File: src/adcrc_pkg.sv
`default_nettype none

package adcrc_pkg;

    // System clock and converter timing.
    localparam int unsigned CLK_HZ = 125000000;
    localparam int unsigned XTAL_MAX_RATE_HZ = 74600;
    localparam int unsigned CONV_CYCLES = 12;
    localparam int unsigned RC_PRE_DIV_N = 4;
    localparam int unsigned DIV_W = 12;
    localparam logic [DIV_W-1:0] RC_PRE_DIV = DIV_W'(RC_PRE_DIV_N);
    localparam logic [DIV_W-1:0] XTAL_BASE_DIV =
        DIV_W'(CLK_HZ / (XTAL_MAX_RATE_HZ * CONV_CYCLES));

    // Converter result layout.
    localparam int unsigned RES_W = 10;
    localparam int unsigned STEP_W = 4;
    localparam logic [RES_W-1:0] TRIAL_MID = 10'h200;
    localparam logic [STEP_W-1:0] LAST_BIT_STEP = 4'(RES_W);

    // Register byte addresses.
    localparam int unsigned ADDR_W = 8;
    localparam logic [ADDR_W-1:0] ADDR_PIN_SWITCH = 8'h00;
    localparam logic [ADDR_W-1:0] ADDR_CONTROL = 8'h04;
    localparam logic [ADDR_W-1:0] ADDR_PORT_C = 8'h08;
    localparam logic [ADDR_W-1:0] ADDR_IRQ_MASK = 8'h0c;
    localparam logic [ADDR_W-1:0] ADDR_IRQ_STATUS = 8'h10;
    localparam logic [ADDR_W-1:0] ADDR_RESULT_LO = 8'h14;
    localparam logic [ADDR_W-1:0] ADDR_RESULT_HI = 8'h18;

    // Field positions.
    localparam int unsigned PIN_SEVEN_BIT = 0;
    localparam int unsigned PIN_EIGHT_BIT = 1;
    localparam int unsigned CTRL_START_BIT = 0;
    localparam int unsigned CTRL_POWER_BIT = 2;
    localparam int unsigned CTRL_DIV_LSB = 3;
    localparam int unsigned CTRL_CHAN_LSB = 5;
    localparam int unsigned IRQ_DONE_BIT = 5;
    localparam int unsigned RES_HI_LSB = 4;
    localparam logic [7:0] IRQ_MASK_USED = 8'hb0;
    localparam logic [7:0] REG_RESET = 8'h00;

    // Bus responses.
    localparam logic [1:0] RESP_OKAY = 2'b00;
    localparam logic [1:0] RESP_SLVERR = 2'b10;

    // Converter sequence phases.
    typedef enum logic [2:0] {
        ADCRC_IDLE = 3'b001,
        ADCRC_SAMPLE = 3'b010,
        ADCRC_CONVERT = 3'b100
    } adcrc_phase_t;

endpackage : adcrc_pkg

`default_nettype wire

File: src/adcrc_top.sv
`default_nettype none

module adcrc_top (
    // Clock and reset.
    input wire logic REF_CLK_I,
    input wire logic RESET_N_I,
    // AXI4-Lite write address and data.
    input wire logic S_AXI_AWVALID_I,
    output logic S_AXI_AWREADY_O,
    input wire logic [adcrc_pkg::ADDR_W-1:0] S_AXI_AWADDR_I,
    input wire logic S_AXI_WVALID_I,
    output logic S_AXI_WREADY_O,
    input wire logic [31:0] S_AXI_WDATA_I,
    input wire logic [3:0] S_AXI_WSTRB_I,
    // AXI4-Lite write response.
    output logic S_AXI_BVALID_O,
    input wire logic S_AXI_BREADY_I,
    output logic [1:0] S_AXI_BRESP_O,
    // AXI4-Lite read.
    input wire logic S_AXI_ARVALID_I,
    output logic S_AXI_ARREADY_O,
    input wire logic [adcrc_pkg::ADDR_W-1:0] S_AXI_ARADDR_I,
    output logic S_AXI_RVALID_O,
    input wire logic S_AXI_RREADY_I,
    output logic [31:0] S_AXI_RDATA_O,
    output logic [1:0] S_AXI_RRESP_O,
    // Oscillator mode strap: 1 for internal or external RC, 0 for crystal.
    input wire logic RC_OSC_MODE_I,
    // Analog converter side.
    input wire logic COMPARATOR_I,
    output logic SAMPLE_HOLD_O,
    output logic [adcrc_pkg::RES_W-1:0] TRIAL_CODE_O,
    output logic CONVERTER_POWER_O,
    output logic [2:0] CHANNEL_SELECT_O,
    output logic INPUT_SEVEN_PIN_SWITCH_O,
    output logic INPUT_EIGHT_PIN_SWITCH_O,
    output logic [7:0] PORT_C_SWITCH_O,
    // Interrupt.
    output logic IRQ_O
);
    import adcrc_pkg::*;

    // Every flip-flop of this module outside the sequencer lives in this record.
    // One always_comb builds the next copy, one always_ff registers it.
    typedef struct packed {
        // Bus slave.
        logic awready;
        logic wready;
        // Write halves taken but not yet applied.
        logic aw_got;
        logic w_got;
        logic [ADDR_W-1:0] waddr;
        logic [7:0] wbyte;
        logic wlane;
        // Write response.
        logic bvalid;
        logic [1:0] bresp;
        // Read channel.
        logic arready;
        logic rvalid;
        logic [31:0] rdata;
        logic [1:0] rresp;

        // Registers.
        logic pin_seven;
        logic pin_eight;
        logic start;
        logic power;
        logic [1:0] clk_div;
        logic [2:0] chan;
        logic [7:0] port_c;
        // Interrupt mask and sticky status.
        logic [7:0] irq_mask;
        logic [7:0] irq_status;
        // Latest result, both halves.
        logic [RES_W-1:0] result;

        // Converter clock divider and outputs.
        logic [DIV_W-1:0] div_cnt;
        logic tick;
        logic sample;
        logic [RES_W-1:0] trial;
        // Registered interrupt level.
        logic irq;
    } adcrc_state_t;

    adcrc_state_t s_r;
    adcrc_state_t s_nxt;

    // Sequencer outputs are registered once more before reaching a pin.
    // That costs a cycle of latency but keeps every output on a flip-flop.
    logic sar_sample;
    logic [RES_W-1:0] sar_trial;
    logic sar_done;
    logic [RES_W-1:0] sar_result;

    // Converter clock period in system clocks, minus one.
    // The crystal divisor rounds down, so its rates sit a bit high.
    function automatic logic [DIV_W-1:0] div_limit(input logic rc_mode, input logic [1:0] sel);
        logic [DIV_W-1:0] base;
        base = rc_mode ? RC_PRE_DIV : XTAL_BASE_DIV;
        // Cannot wrap: the smallest base is four.
        return (base << sel) - DIV_W'(1);
    endfunction : div_limit

    // Known address check shared by the read and write paths.
    // Unmapped addresses answer SLVERR and change nothing.
    function automatic logic addr_known(input logic [ADDR_W-1:0] a);
        return (a == ADDR_PIN_SWITCH) || (a == ADDR_CONTROL) || (a == ADDR_PORT_C) ||
               (a == ADDR_IRQ_MASK) || (a == ADDR_IRQ_STATUS) ||
               (a == ADDR_RESULT_LO) || (a == ADDR_RESULT_HI);
    endfunction : addr_known

    // Read data for one register; bits above the byte read as zero.
    // Control bit 1 is not stored, so it always reads as zero.
    function automatic logic [31:0] reg_read(input adcrc_state_t s, input logic [ADDR_W-1:0] a);
        logic [7:0] v;
        v = '0;
        // Unmapped addresses fall to the default.
        unique case (a)
            ADDR_PIN_SWITCH: begin
                v[PIN_SEVEN_BIT] = s.pin_seven;
                v[PIN_EIGHT_BIT] = s.pin_eight;
            end
            ADDR_CONTROL: begin
                v[CTRL_START_BIT] = s.start;
                v[CTRL_POWER_BIT] = s.power;
                v[CTRL_DIV_LSB +: 2] = s.clk_div;
                v[CTRL_CHAN_LSB +: 3] = s.chan;
            end
            ADDR_PORT_C: v = s.port_c;
            ADDR_IRQ_MASK: v = s.irq_mask;
            ADDR_IRQ_STATUS: v = s.irq_status;
            // Result split: low eight bits, then the top two.
            ADDR_RESULT_LO: v = s.result[7:0];
            ADDR_RESULT_HI: v[RES_HI_LSB +: 2] = s.result[RES_W-1:8];
            default: v = '0;
        endcase
        return {24'h000000, v};
    endfunction : reg_read

    // Conversion sequencer; it runs only while powered and started.
    // Dropping power or start aborts a conversion in flight without a flag.
    adcrc_sar u_sar (
        .clk_i(REF_CLK_I),
        .rst_n_i(RESET_N_I),
        .tick_i(s_r.tick),
        .run_i(s_r.start & s_r.power),
        .cmp_i(COMPARATOR_I),
        .sample_o(sar_sample),
        .trial_o(sar_trial),
        .done_o(sar_done),
        .result_o(sar_result)
    );

    // Next-state logic for bus, registers, divider and interrupt.
    always_comb begin
        logic do_write;
        logic do_read;
        logic hw_clear_start;
        logic set_done;
        logic [7:0] status_next;
        // Every local gets a value before any branch reads it.
        do_write = 1'b0;
        do_read = 1'b0;
        hw_clear_start = 1'b0;
        set_done = 1'b0;
        status_next = s_r.irq_status;
        s_nxt = s_r;

        // Converter clock divider restarts whenever the converter is idle,
        // so the first sample period after a start is always a full tick.
        s_nxt.tick = 1'b0;
        // Idle: hold the counter at zero.
        if (!(s_r.start && s_r.power)) begin
            s_nxt.div_cnt = '0;
        end else if (s_r.div_cnt >= div_limit(RC_OSC_MODE_I, s_r.clk_div)) begin
            s_nxt.div_cnt = '0;
            s_nxt.tick = 1'b1;
        end else begin
            s_nxt.div_cnt = s_r.div_cnt + DIV_W'(1);
        end

        // Pin-facing copies of the sequencer.
        s_nxt.sample = sar_sample;
        s_nxt.trial = sar_trial;

        // Completion: flag and stop only when unmasked, else keep converting.
        // The result still updates on every pass, so software may poll it.
        hw_clear_start = 1'b0;
        set_done = 1'b0;
        if (sar_done) begin
            s_nxt.result = sar_result;
            if (s_r.irq_mask[IRQ_DONE_BIT]) begin
                hw_clear_start = 1'b1;
                set_done = 1'b1;
            end
        end

        if (hw_clear_start) begin
            s_nxt.start = 1'b0;
        end

        // Write address and data are taken independently, in either order.
        // Each ready stays low until the response handshake.
        // Address half.
        if (s_r.awready && S_AXI_AWVALID_I) begin
            s_nxt.awready = 1'b0;
            s_nxt.aw_got = 1'b1;
            s_nxt.waddr = S_AXI_AWADDR_I;
        end

        // Data half.
        if (s_r.wready && S_AXI_WVALID_I) begin
            s_nxt.wready = 1'b0;
            s_nxt.w_got = 1'b1;
            s_nxt.wbyte = S_AXI_WDATA_I[7:0];
            s_nxt.wlane = S_AXI_WSTRB_I[0];
        end

        // Apply the write once both halves are held; only byte lane 0 carries data.
        do_write = s_r.aw_got && s_r.w_got && !s_r.bvalid;
        if (do_write) begin
            s_nxt.aw_got = 1'b0;
            s_nxt.w_got = 1'b0;
            s_nxt.bvalid = 1'b1;
            s_nxt.bresp = addr_known(s_r.waddr) ? RESP_OKAY : RESP_SLVERR;
            // A cleared lane strobe leaves the registers alone.
            if (s_r.wlane) begin
                unique case (s_r.waddr)
                    ADDR_PIN_SWITCH: begin
                        s_nxt.pin_seven = s_r.wbyte[PIN_SEVEN_BIT];
                        s_nxt.pin_eight = s_r.wbyte[PIN_EIGHT_BIT];
                    end
                    ADDR_CONTROL: begin
                        // The written value wins over a same-cycle hardware clear.
                        s_nxt.start = s_r.wbyte[CTRL_START_BIT];
                        s_nxt.power = s_r.wbyte[CTRL_POWER_BIT];
                        s_nxt.clk_div = s_r.wbyte[CTRL_DIV_LSB +: 2];
                        s_nxt.chan = s_r.wbyte[CTRL_CHAN_LSB +: 3];
                    end
                    // Port C bit 0 is only stored; keeping it set is up to software.
                    ADDR_PORT_C: s_nxt.port_c = s_r.wbyte;
                    ADDR_IRQ_MASK: s_nxt.irq_mask = s_r.wbyte & IRQ_MASK_USED;
                    // Status and result are read-only.
                    default: begin
                    end
                endcase
            end
        end
        // Response handshake reopens both write halves.
        if (s_r.bvalid && S_AXI_BREADY_I) begin
            s_nxt.bvalid = 1'b0;
            s_nxt.awready = 1'b1;
            s_nxt.wready = 1'b1;
        end

        // Read: one cycle after the address is taken the data is offered.
        // A status read clears the register as it is taken.
        do_read = s_r.arready && S_AXI_ARVALID_I;
        status_next = s_r.irq_status;
        if (do_read) begin
            s_nxt.arready = 1'b0;
            s_nxt.rvalid = 1'b1;
            s_nxt.rdata = reg_read(s_r, S_AXI_ARADDR_I);
            s_nxt.rresp = addr_known(S_AXI_ARADDR_I) ? RESP_OKAY : RESP_SLVERR;
            // Clear on read.
            if (S_AXI_ARADDR_I == ADDR_IRQ_STATUS) begin
                status_next = '0;
            end
        end
        // Read handshake reopens the address channel.
        if (s_r.rvalid && S_AXI_RREADY_I) begin
            s_nxt.rvalid = 1'b0;
            s_nxt.arready = 1'b1;
        end

        // The hardware set is applied last so it is never lost to a read clear.
        // The interrupt uses the next mask and status so all three move together.
        if (set_done) begin
            status_next[IRQ_DONE_BIT] = 1'b1;
        end
        s_nxt.irq_status = status_next;
        s_nxt.irq = |(status_next & s_nxt.irq_mask);
    end

    // State register with synchronous reset.
    always_ff @(posedge REF_CLK_I) begin
        if (!RESET_N_I) begin
            s_r <= '0;
            // Ready outputs idle high so a master may start at once.
            s_r.awready <= 1'b1;
            s_r.wready <= 1'b1;
            s_r.arready <= 1'b1;
            s_r.port_c <= REG_RESET;
            s_r.irq_mask <= REG_RESET;
            s_r.irq_status <= REG_RESET;
        end else begin
            s_r <= s_nxt;
        end
    end

    // Outputs come straight from the state register.
    assign S_AXI_AWREADY_O = s_r.awready;
    assign S_AXI_WREADY_O = s_r.wready;
    assign S_AXI_BVALID_O = s_r.bvalid;
    assign S_AXI_BRESP_O = s_r.bresp;

    assign S_AXI_ARREADY_O = s_r.arready;
    assign S_AXI_RVALID_O = s_r.rvalid;
    assign S_AXI_RDATA_O = s_r.rdata;
    assign S_AXI_RRESP_O = s_r.rresp;

    // Converter and pin outputs.
    assign SAMPLE_HOLD_O = s_r.sample;
    assign TRIAL_CODE_O = s_r.trial;
    assign CONVERTER_POWER_O = s_r.power;
    assign CHANNEL_SELECT_O = s_r.chan;
    assign INPUT_SEVEN_PIN_SWITCH_O = s_r.pin_seven;
    assign INPUT_EIGHT_PIN_SWITCH_O = s_r.pin_eight;
    assign PORT_C_SWITCH_O = s_r.port_c;

    // Interrupt level.
    assign IRQ_O = s_r.irq;

endmodule : adcrc_top

`default_nettype wire

File: src/adcrc_sar.sv
`default_nettype none

// Successive-approximation sequencer: one sample tick, ten bit ticks, one finish tick.
module adcrc_sar (
    // Clock and reset.
    input wire logic clk_i,
    input wire logic rst_n_i,
    // Control.
    input wire logic tick_i,
    input wire logic run_i,
    input wire logic cmp_i,
    // Analog side and result.
    output logic sample_o,
    output logic [adcrc_pkg::RES_W-1:0] trial_o,
    output logic done_o,
    output logic [adcrc_pkg::RES_W-1:0] result_o
);
    import adcrc_pkg::*;

    typedef struct packed {
        adcrc_phase_t phase;
        logic [STEP_W-1:0] step;
        logic sample;
        logic [RES_W-1:0] trial;
        logic done;
        logic [RES_W-1:0] result;
    } adcrc_sar_t;

    adcrc_sar_t s_r;
    adcrc_sar_t s_nxt;

    // Sequence steps advance only on converter clock ticks.
    always_comb begin
        logic [STEP_W-1:0] bit_idx;
        bit_idx = '0;
        s_nxt = s_r;
        s_nxt.done = 1'b0;
        if (!run_i) begin
            // Dropping run aborts a conversion half way; nothing is reported.
            s_nxt.phase = ADCRC_IDLE;
            s_nxt.step = '0;
            s_nxt.sample = 1'b0;
            s_nxt.trial = '0;
        end else if (tick_i) begin
            unique case (s_r.phase)
                ADCRC_IDLE: begin
                    s_nxt.phase = ADCRC_SAMPLE;
                    s_nxt.sample = 1'b1;
                    s_nxt.trial = TRIAL_MID;
                    s_nxt.step = '0;
                end
                ADCRC_SAMPLE: begin
                    s_nxt.phase = ADCRC_CONVERT;
                    s_nxt.sample = 1'b0;
                    s_nxt.step = 4'h1;
                end
                ADCRC_CONVERT: begin
                    if (s_r.step <= LAST_BIT_STEP) begin
                        // One shared sample path resolves ten bits, MSB first.
                        bit_idx = LAST_BIT_STEP - s_r.step;
                        if (!cmp_i) begin
                            s_nxt.trial[bit_idx] = 1'b0;
                        end
                        if (bit_idx != '0) begin
                            s_nxt.trial[bit_idx - 4'h1] = 1'b1;
                        end
                        s_nxt.step = s_r.step + 4'h1;
                    end else begin
                        // Twelfth tick publishes the result.
                        s_nxt.result = s_r.trial;
                        s_nxt.done = 1'b1;
                        s_nxt.phase = ADCRC_IDLE;
                        s_nxt.step = '0;
                    end
                end
            endcase
        end
    end

    // State register.
    always_ff @(posedge clk_i) begin
        if (!rst_n_i) begin
            s_r <= '{phase: ADCRC_IDLE, default: '0};
        end else begin
            s_r <= s_nxt;
        end
    end

    assign sample_o = s_r.sample;
    assign trial_o = s_r.trial;
    assign done_o = s_r.done;
    assign result_o = s_r.result;

endmodule : adcrc_sar

`default_nettype wire

File: config.mk
export PLATFORM = sky130hd
export DESIGN_NAME = adcrc_top
export DESIGN_NICKNAME = d
export VERILOG_FILES = /design/src/adcrc_pkg.sv /design/src/adcrc_top.sv /design/src/adcrc_sar.sv
export SDC_FILE = /design/constraint.sdc
export NUM_CORES = 1
export LEC_CHECK = 0
export BUFFER_PORTS_ARGS = -buffer_cell sky130_fd_sc_hd__buf_2
export CAP_MARGIN = 20
export CORE_MARGIN = 4
export CORE_UTILIZATION = 40
export CTS_BUF_LIST = sky130_fd_sc_hd__clkbuf_16
export DETAILED_ROUTE_END_ITERATION = 10
export HOLD_SLACK_MARGIN = 0.06
export PLACE_DENSITY = 0.62
export SYNTH_ARGS = -nofsm -noshare
export SYNTH_HDL_FRONTEND = slang
export SYNTH_SLANG_ARGS = --single-unit
File: constraint.sdc
create_clock -name REF_CLK_I -period 2.7 [get_ports REF_CLK_I]
set_input_delay 0.405 -clock REF_CLK_I [delete_from_list [all_inputs] [get_ports REF_CLK_I]]
set_output_delay 0.405 -clock REF_CLK_I [all_outputs]
set_load 0.01 [all_outputs]
# == After elaboration in Yosys (flattened, before gate mapping) ==
# Index checks and enable logic that the tools add are counted.
# word_totals
regBits,133
out_inout_bits,67
input_bits,61
# op_classes
muxes,37
shift,1
n_reduce_logical,43
addsub,5
eq_ne,17
bitwise,8
order_cmp,6
# ops
op,n
10-bit two-way mux,7
8-bit by 5-bit == test with 1-bit output (second input constant),6
23-bit two-way mux,2
8-bit two-way mux,5
8-bit by 4-bit == test with 1-bit output (second input constant),4
7-bit one-hot mux with 3 select lines,1
10-bit one-hot mux with 2 select lines,1
2-bit one-hot mux with 5 select lines,2
8-bit by 3-bit == test with 1-bit output (second input constant),2
8-bit zero test,2
12-bit by 1-bit adder with 12-bit output (second input constant),1
12-bit >= comparator,1
1-bit logical OR,12
2-bit one-hot mux with 6 select lines,1
3-bit AND reduction,4
8-bit by 2-bit left shift with 12-bit output,1
12-bit by 1-bit subtractor with 12-bit output (second input constant),1
11-bit two-way mux,1
10-bit AND,1
1-bit logical AND,10
4-bit by 5-bit less-than comparator with 1-bit output (second input constant),2
10-bit inverter,1
10-bit OR,1
8-bit AND,1
other kinds (29),47

# == Logic depth before layout (Yosys ltp) ==
# Gate-level depths: netlist (run 1).
# logic_depth
word_depth,16
ltp_mapped,12

# == Cells and area by module ==
# A second synthesis (run 1) with hierarchy kept.
# hier_totals
cells_unflattened,738
hier_area_um2,6715.2
# modules_own_cells
module,area_each_um2,cells_each,seq_area_each_um2,n_inst
adcrc_top,4936.0,536,2042.0,1
adcrc_sar,1779.2,202,580.6,1

# == Worst setup path before layout (run 1) ==
# OpenSTA, ideal clock, no wires.
# synth_timing
path_type,input to register
startpoint,input RC_OSC_MODE_I
endpoint,register s_r[16] (netlist name)
setup_slack_ns,-0.122
stages,11
required_ns,2.568
setup_time_ns,0.132
arrival_ns,2.690
path_buffers,1
cell_sequence,inv_1 > ha_1 > or3_1 > a21oi_1 > a21oi_1 > ha_1 > nand3_1 > or4_1 > o211ai_1 > clkbuf_1 > nor3_1
# synth_via
elab_chain_cells,5
# synth_rtl
element,line_no,source
start: declaration,adcrc_top.sv:28,"input wire logic RC_OSC_MODE_I,"
8-bit two-way mux,adcrc_top.sv:101,base = rc_mode ? RC_PRE_DIV : XTAL_BASE_DIV;
8-bit by 2-bit left shift with 12-bit output,adcrc_top.sv:103,return (base << sel) - DIV_W'(1);
12-bit by 1-bit subtractor with 12-bit output,adcrc_top.sv:103,
12-bit >= comparator,adcrc_top.sv:177,"end else if (s_r.div_cnt >= div_limit(RC_OSC_MODE_I, s_r.clk_div)) begin"
3-bit OR reduction (no source line),n/a,
end signal: assignment,adcrc_top.sv:299,s_r <= s_nxt;
end: declaration,adcrc_top.sv:87,adcrc_state_t s_r;
# No other way between the ends.
# A chain may end at the register's enable or synchronous reset.

# == Worst setup path after layout (run 1) ==
# layout_timing
startpoint,register s_r[62] (netlist name)
endpoint,register s_r[20] (netlist name)
# layout_via
elab_chain_cells,4
# layout_rtl
element,line_no
8-bit by 2-bit left shift with 12-bit output,adcrc_top.sv:103
12-bit by 1-bit subtractor with 12-bit output,adcrc_top.sv:103
12-bit >= comparator,adcrc_top.sv:177
3-bit OR reduction (no source line),n/a
# No other way between the ends.

==> run summary, run 1 <==
The nature of the critical path startpoint is a register. The count of cell types in the netlist is between 60 and 70. The number of storage elements in the synthesis netlist came out at about 130. The chip height came out at about 130 um. The floorplan step defined a core boundary enclosing ~15000 um^2. Among all stages on the critical path, the largest delay is contributed by sky130_fd_sc_hd__or4_1. The latest clock arrival within the worst-skew pair is roughly 0.41 ns.

The number of sinks handled by clock tree synthesis came out at 131. The primary flip-flop cell chosen by synthesis mapping is sky130_fd_sc_hd__dfxtp_1. The starting density of the core came out at between 40% and 50%. The wire length per cell after detailed routing came out at ~15 um. The number of global-route vias before repair was 4846. The maximum root-to-sink buffer count came out at 2. Setup slack closes at ~0.17 ns. The vias per cell came out at 5.22. In the final layout, flip-flops and latches occupy ~2600 um^2. By startpoint and endpoint, the worst setup path is classified as register to register.

The number of rows in the core area came out at 45. TritonCTS built the clock tree. In the global route stage, overall resource usage came out at around 16%.

For flop-to-flop paths, the worst setup slack is ~0.17 ns. Summed over all instances, the cell type with the most area after synthesis is sky130_fd_sc_hd__dfxtp_1. The post-cts hold buffer count came out at 0.

The worst setup path is captured at a register. For the pin with the worst max-slew slack, the measured transition is approximately 0.72 ns. The top fanout value on the critical path is 6. Per report_power, the combinational group accounts for approximately 4.9% of the total.

The fraction of power consumed by the clock network is around half. In this run the power density over the cells is between 600 and 700 nW/um^2. The number of diodes came out at 0. The fraction of synthesis flops using an asynchronous set or reset pin came out at 0%. Counting instances in the post-synthesis netlist gives the leading cell types as sky130_fd_sc_hd__dfxtp_1, sky130_fd_sc_hd__nor2_1, sky130_fd_sc_hd__buf_4, sky130_fd_sc_hd__nand2_1, sky130_fd_sc_hd__a21oi_1. The run finished with clean final reports. The H-tree depth reported by CTS came out at 4. The growth of design area from synthesis to finish came out at 14.0%. The worst stage delay on the critical path is 0.39 ns. The detail route stage leaves a number of antenna-violating nets equal to 0. The final HPWL from detailed placement is ~11000 um. The required time of the worst setup path came out at around 3.0 ns. Counting the buffers created by CTS gives 17. The average cell area after synthesis is around 8.9 um^2. From left edge to right edge, the die measures 133 um. For this run, the share of the core covered by cells in the final layout is 46.7%. between 100 and 150 I/O pins were placed. The final design area excluding fillers came out at between 7000 and 8000 um^2.

The cell sitting at the root of the clock tree is a sky130_fd_sc_hd__clkbuf_16. The post-layout net count came out at a little over 800. The maximum number of pins on one net before global-route repair came out at 41.

The internal power consumption is between 0.003 and 0.004 W. In the post-synthesis netlist, the cell with the most instances is sky130_fd_sc_hd__dfxtp_1. The number of remaining DRC errors is 0. The worst setup slack after placement came out at -0.0468 ns. The DRC marker count from the first detailed-route iteration is between 300 and 400. The timing-limited maximum frequency is slightly below 400 MHz. The number of hold violations in the final report came to 0. The wire length of the first global-routing pass came out at 23800 um. After synthesis, flip-flops and latches occupy approximately two fifths of the total area. By area the synthesized netlist is led by sky130_fd_sc_hd__dfxtp_1, sky130_fd_sc_hd__buf_4, sky130_fd_sc_hd__mux2i_1. The share of the clock period used by the worst path is a little over nine tenths. The data arrival time of the critical path came out at 2.82 ns.

The routability-driven placement congestion ratio came out at roughly 0.83. The number of port buffers is 74. In this run the worst hold path is classified as input pin to register. Of the total power, registers draw a little under half. The max-slew violation total from the final report came out at 0.

The number of enable flip-flop cells after synthesis is 0. The count of warnings emitted by yosys came out at 0. The cell area that synthesis handed to floorplanning was 6250 um^2.

The remaining global-route overflow came out at 0. Traced cell by cell, the critical path runs through inv_2 > ha_4 > or3_1 > a21oi_2 > a21oi_1 > ha_1 > nand3_1 > or4_1 > o211ai_1 > buf_2 > nor3_1. Setup repair after global routing left no endpoint under its margin.

The clock-pin slew on the worst setup and hold paths is 0.06 ns. The switching part of the total power is a little under a quarter. The analysis attributes to cell leakage a power of about 3.1 nW. For this run, the detailed router's first-pass iteration total came to 5. The filler cells instantiated in the layout total 1464. The area share of the leading cell type in the synthesized netlist is 42.0%. The worst IR drop on VDD came out at 0.463 mV. The switching component of the power is 0.000993 W. The share of layout cells above drive strength 1 came out at between 10% and 20%. The final period demand of the worst path came out at 2.53 ns. The number of setup violations in the final report came out at 0. The cell area reported after detailed placement came out at 6550 um^2. The floorplan step defined a die boundary enclosing approximately 18000 um^2. Overall power consumption after layout is estimated at approximately 0.0044 W. The routed layout has slightly above 5000 vias. The max-capacitance violation count came out at 0. The multi-input combinational cells in the finished layout cover a total of roughly 3100 um^2. The instance count of the mapped netlist is roughly 700. The initial antenna violation count is 0. The final setup skew is about 0.0057 ns. In this run the tightest slew margin relative to its limit is between 50% and 60%. The routed wire length came out at 14600 um.
-- state kept, by name, summed over array words and instances, names as in the netlist, 3 cells and up --
signal            cells
s_r                  61
TRIAL_CODE_O         10
u_sar.result_o       10
u_sar.trial_o        10
PORT_C_SWITCH_O       8
S_AXI_RDATA_O         8
u_sar.s_r             7
CHANNEL_SELECT_O      3
-- cells in the final DEF (no fill, tap or decap), types with 22 or more instances in the layout --
cell                      netlist  routed
sky130_fd_sc_hd__dfxtp_1      131     130
sky130_fd_sc_hd__and2_1        23      23
sky130_fd_sc_hd__conb_1         2      27
sky130_fd_sc_hd__o21ai_0       25      25
sky130_fd_sc_hd__nor2_1        58      58
sky130_fd_sc_hd__ha_1          23      22
sky130_fd_sc_hd__a21oi_1       46      45
sky130_fd_sc_hd__mux2i_1       41      41
sky130_fd_sc_hd__nand3_1       25      25
sky130_fd_sc_hd__buf_2          0      75
sky130_fd_sc_hd__nand2_1       53      53
-- timing repair --
item,in CTS,in global routing
endpoints found under the setup margin,0,13
setup buffers,0,0
gates resized for setup,0,4
-- per-stage QoR --
stage	setup TNS [ns]	cells	hold WS, ns
detailed placement	-0.526	932	0.451
floorplan	0	723	0.436
global placement	-0.417	932	0.449
finish	0	964	0.234
CTS	0	963	0.224
global route	0	964	0.244
-- power groups by stage --
| stage | Combinational, W | Sequential (W) | Clock, W |
|---|---|---|---|
| global placement | 0.000205 | 0.00203 | 0 |
| detailed placement | 0.000210 | 0.00204 | 0 |
| floorplan | 0.000173 | 0.00203 | 0 |
| CTS | 0.000212 | 0.00199 | 0.00222 |
| finish | 0.000213 | 0.00199 | 0.00218 |
| global route | 0.000237 | 0.00200 | 0.00231 |
-- critical path, delay by kind of cell, from the launching register on --
| kind | cells | cell delay, ns |
|---|---|---|
| AND/OR/NAND/NOR | 4 | 0.87 |
| adder cells (fa/ha/maj) | 2 | 0.51 |
| AO/OA/AOI/OAI | 3 | 0.42 |
| flip-flops | 1 | 0.33 |
| buffers and inverters | 2 | 0.27 |
-- area by class of cell --
type | instances | share of cell area, %
Tap cell | 211 | 3.71
Multi-Input combinational cell | 483 | 43.6
Sequential cell | 131 | 36.8
Clock buffer | 17 | 5.97
Clock inverter | 14 | 1.95
Inverter | 16 | 0.896
Timing Repair Buffer | 92 | 7.06
-- path summary, 6_finish.rpt --
path,start,to,cells after the start
hold / removal,S_AXI_WVALID_I,S_AXI_WREADY_O,2
setup / recovery,s_r[62],s_r[20],11
setup reg to reg,s_r[62],s_r[20],11
hold reg to reg,s_r[121],s_r[121],2
-- cell families (layout without fill, tap and decap cells) --
family	Yosys count	count (layout)	synth area share [%]
and+or+nand+nor	241	241	20.0
muxes	46	46	7.53
xor gates and xnor gates	14	14	1.96
buffers and inverters	109	139	10.1
adders and majority gates	23	23	4.61
AOI/OAI and AO/OA	132	132	13.7
other	2	27	0.120
DFF	131	131	42.0
-- metal layers --
metal,GRT usage [%],routed length [um],up-vias
li1,-,-,2478
met3,3.50,826,20
met2,27.2,7010,158
met1,20.6,6530,2376
met4,6.06,282,0
met5,0,0,-
(Power assumes the default switching activity.)
==> run 2, diff against run 1 <==
- REMOVE_ABC_BUFFERS: unset -> 1
==> run summary, run 2 (synthesis results as in run 1) <==
The endpoint with the worst hold slack is S_AXI_WREADY_O. The overall via count from detail_route was 5138 (+2.1%). The instance count after placement with tap cells included came out at 934 (+0.21%). The worst IR drop on VDD came out at 0.477 mV (+3.1%). The number of rows in the core area is 45 (unchanged).

The type of the tightest min-delay check is input pin to register. The maximum number of pins on one net before global-route repair came out at 24 (-41%). The worst setup slack after placement came out at -0.0436 ns (+0.00323 ns).

The endpoint identified for the worst register-to-register timing path is s_r[15]. The number of buffers inserted to repair setup after CTS came out at 0 (unchanged). The worst stage delay on the critical path came out at 0.41 ns (+0.02 ns). The max-capacitance violation count came out at 0 (unchanged). The final period demand of the worst path came out at 2.53 ns (-0.00638 ns). The DRC marker count from the first detailed-route iteration came out at 362 (-2.4%). The timing-limited maximum frequency came out at 396 MHz (+0.25%).

In this design, the largest share of critical-path delay is due to simple AND/OR/NAND/NOR gates. The wire length of the first global-routing pass was 24400 um (+2.6%). The max-slew violation total from the final report came out at 0 (unchanged).

The multi-input logic area is 3100 um^2 (-0.12%). The chip height is 133 um (unchanged). The post-layout net count is 826 (+0.12%). The growth of design area from synthesis to finish is 14.0% (about the same). The number of global-route vias before repair came out at 4826 (-0.41%). The clock tree from TritonCTS is built.

The post-layout total power is 0.00435 W (-0.80%). The clock-pin slew on the worst setup and hold paths is 0.06 ns (about the same). The slack of the worst reg-to-reg path came out at 0.17 ns (about the same). The commonest non-fill, non-tap cell in the layout is sky130_fd_sc_hd__dfxtp_1. The routability-driven placement congestion ratio came out at 0.855 (+3.2%).

The remaining global-route overflow is 0 (unchanged). The worst setup path is launched from a register. The fill cell instance count of the final layout was 1459 (-0.34%).

The most numerous cell type found on the critical path is sky130_fd_sc_hd__a21oi_1. The cell depth of the worst min-delay path is 2 (unchanged). The type of destination of the critical path is a register.

The wire length per cell after detailed routing is 15.4 um (+1.4%). The initial antenna violation count came to 0 (unchanged). The number of setup violations in the final report came to 0 (unchanged).

The latest clock arrival within the worst-skew pair is 0.42 ns (about the same). The share of layout cells above drive strength 1 came out at 19.5% (-0.052 points). Leaving out fill and tap cells, the most frequent cells in the layout are sky130_fd_sc_hd__dfxtp_1, sky130_fd_sc_hd__buf_2, sky130_fd_sc_hd__nor2_1. The total buffers and inverters traversed by the critical path came out at 2 (unchanged).

The starting density of the core came out at 40.9% (unchanged). The first-pass iteration count of the detailed router was 6 (+1). Counting flops per register, the top entry is s_r. The H-tree depth reported by CTS came out at 4 (unchanged). The die area came out at 17700 um^2 (unchanged).

The startpoint identified for the worst hold timing path is S_AXI_WVALID_I. The run finished with clean final reports. The number of hold violations in the final report came out at 0 (unchanged).

CTS placed an instance of sky130_fd_sc_hd__clkbuf_16 at the clock tree root. The critical path is of the register to register type. The register area was 2620 um^2 (about the same). The number of remaining DRC errors is 0 (unchanged). The data arrival time of the critical path came out at 2.82 ns (about the same). The number of diodes is 0 (unchanged). The final worst-path setup slack is 0.172 ns (+0.00638 ns). The share of the clock period used by the worst path is 93.6% (-0.24 points). The leakage dissipation is 3.09 nW (-0.22%). The signal on the critical path passes through inv_2 > ha_4 > or3_1 > a21oi_1 > a21oi_1 > ha_1 > nand3_1 > or4_1 > o211ai_1 > buf_4 > nor3_1. The final setup skew is 0.0106 ns (+0.00488 ns). The count of boundary I/O pins was 128 (unchanged).

The slowest stage of the critical path is the sky130_fd_sc_hd__or4_1 cell. The number of standard cells in the final layout excluding fillers came out at 966 (+0.21%). The final HPWL from detailed placement was 10900 um (+2.1%). The vias per cell was 5.32 (+1.9%). The total power per unit cell area came to 611 nW/um^2 (-0.77%). The flip-flop count of the largest register after layout came to 61 (unchanged). The cell depth of the worst flop-to-flop path is 11 (unchanged).

The post-detailed-route count of antenna-violating nets was 0 (unchanged). The maximum root-to-sink buffer count came out at 2 (unchanged). The relative slew slack is 60.5% (+9.0 points). The required time of the worst setup path is 2.99 ns (about the same). The routed wire length is 14900 um (+1.6%). The number of port buffers is 74 (unchanged). The die width is 133 um (unchanged). In this run the critical register-to-register path is launched from s_r[62].

The top fanout value on the critical path came out at 6 (unchanged). The global-route usage over all layers is 17.0% (+0.74 points). The setup TNS after final layout is 0 ns (unchanged). The floorplan core area came to 15300 um^2 (unchanged). The number of buffers created by CTS is 17 (unchanged).

The number of sinks handled by clock tree synthesis is 131 (unchanged). The pin slew with the least headroom to its limit was 0.587 ns (-0.133 ns). Setup repair after global routing left no endpoint under its margin.
run 2: worst max path at each step:
stage | startpoint | endpoint | depth (start not counted)
floorplan | RC_OSC_MODE_I | s_r[12] | 10
global placement | RC_OSC_MODE_I | s_r[12] | 12
detailed placement | RC_OSC_MODE_I | s_r[15] | 12
CTS | s_r[62] | s_r[12] | 11
global route | s_r[62] | s_r[15] | 11
finish | s_r[62] | s_r[15] | 11
run 2: power breakdown:
group | internal (W) | switching, W
clock network | 0.00127 | 0.000876
logic | 0.0000820 | 0.000131
registers | 0.00197 | 0.0000289
total | 0.00332 | 0.00104
run 2: layout make-up:
type / count / share of cell area (%)
inverter: 16 / 0.844
multi-input combinational: 483 / 43.5
timing repair buffer: 93 / 7.21
sequential: 131 / 36.8
tap: 211 / 3.71
clock inverter: 15 / 1.90
clock buffer: 17 / 5.98
run 2: worst reg2reg max path, stage by stage, from the launching register on:
cell,delay [ns]
sky130_fd_sc_hd__dfxtp_1,0.34
sky130_fd_sc_hd__inv_2,0.07
sky130_fd_sc_hd__ha_4,0.21
sky130_fd_sc_hd__or3_1,0.33
sky130_fd_sc_hd__a21oi_1,0.13
sky130_fd_sc_hd__a21oi_1,0.07
sky130_fd_sc_hd__ha_1,0.29
sky130_fd_sc_hd__nand3_1,0.06
sky130_fd_sc_hd__or4_1,0.41
sky130_fd_sc_hd__o211ai_1,0.24
sky130_fd_sc_hd__buf_4,0.19
sky130_fd_sc_hd__nor3_1,0.06
run 2: metrics by stage:
step / cell area, um^2 / hold WS (ns) / utilization, %
after detailed placement: 6550 / 0.451 / 42.9
after floorplan: 5770 / 0.436 / -
after CTS: 7110 / 0.175 / 46.6
after global placement: 6550 / 0.444 / 42.9
after global routing: 7120 / 0.199 / 46.7
final: 7120 / 0.191 / 46.7
run 2: repair_timing:
item | CTS | global route
resized for setup | 0 | 2
hold buffers | 0 | 0
setup endpoints to repair | 0 | 13
run 2: routing by layer:
| layer | track usage [%] | wire length (um) | vias up |
|---|---|---|---|
| li1 | - | - | 2476 |
| met3 | 4.64 | 1040 | 31 |
| met4 | 6.93 | 324 | 0 |
| met2 | 26.9 | 7030 | 200 |
| met5 | 0 | 0 | - |
| met1 | 21.9 | 6500 | 2431 |
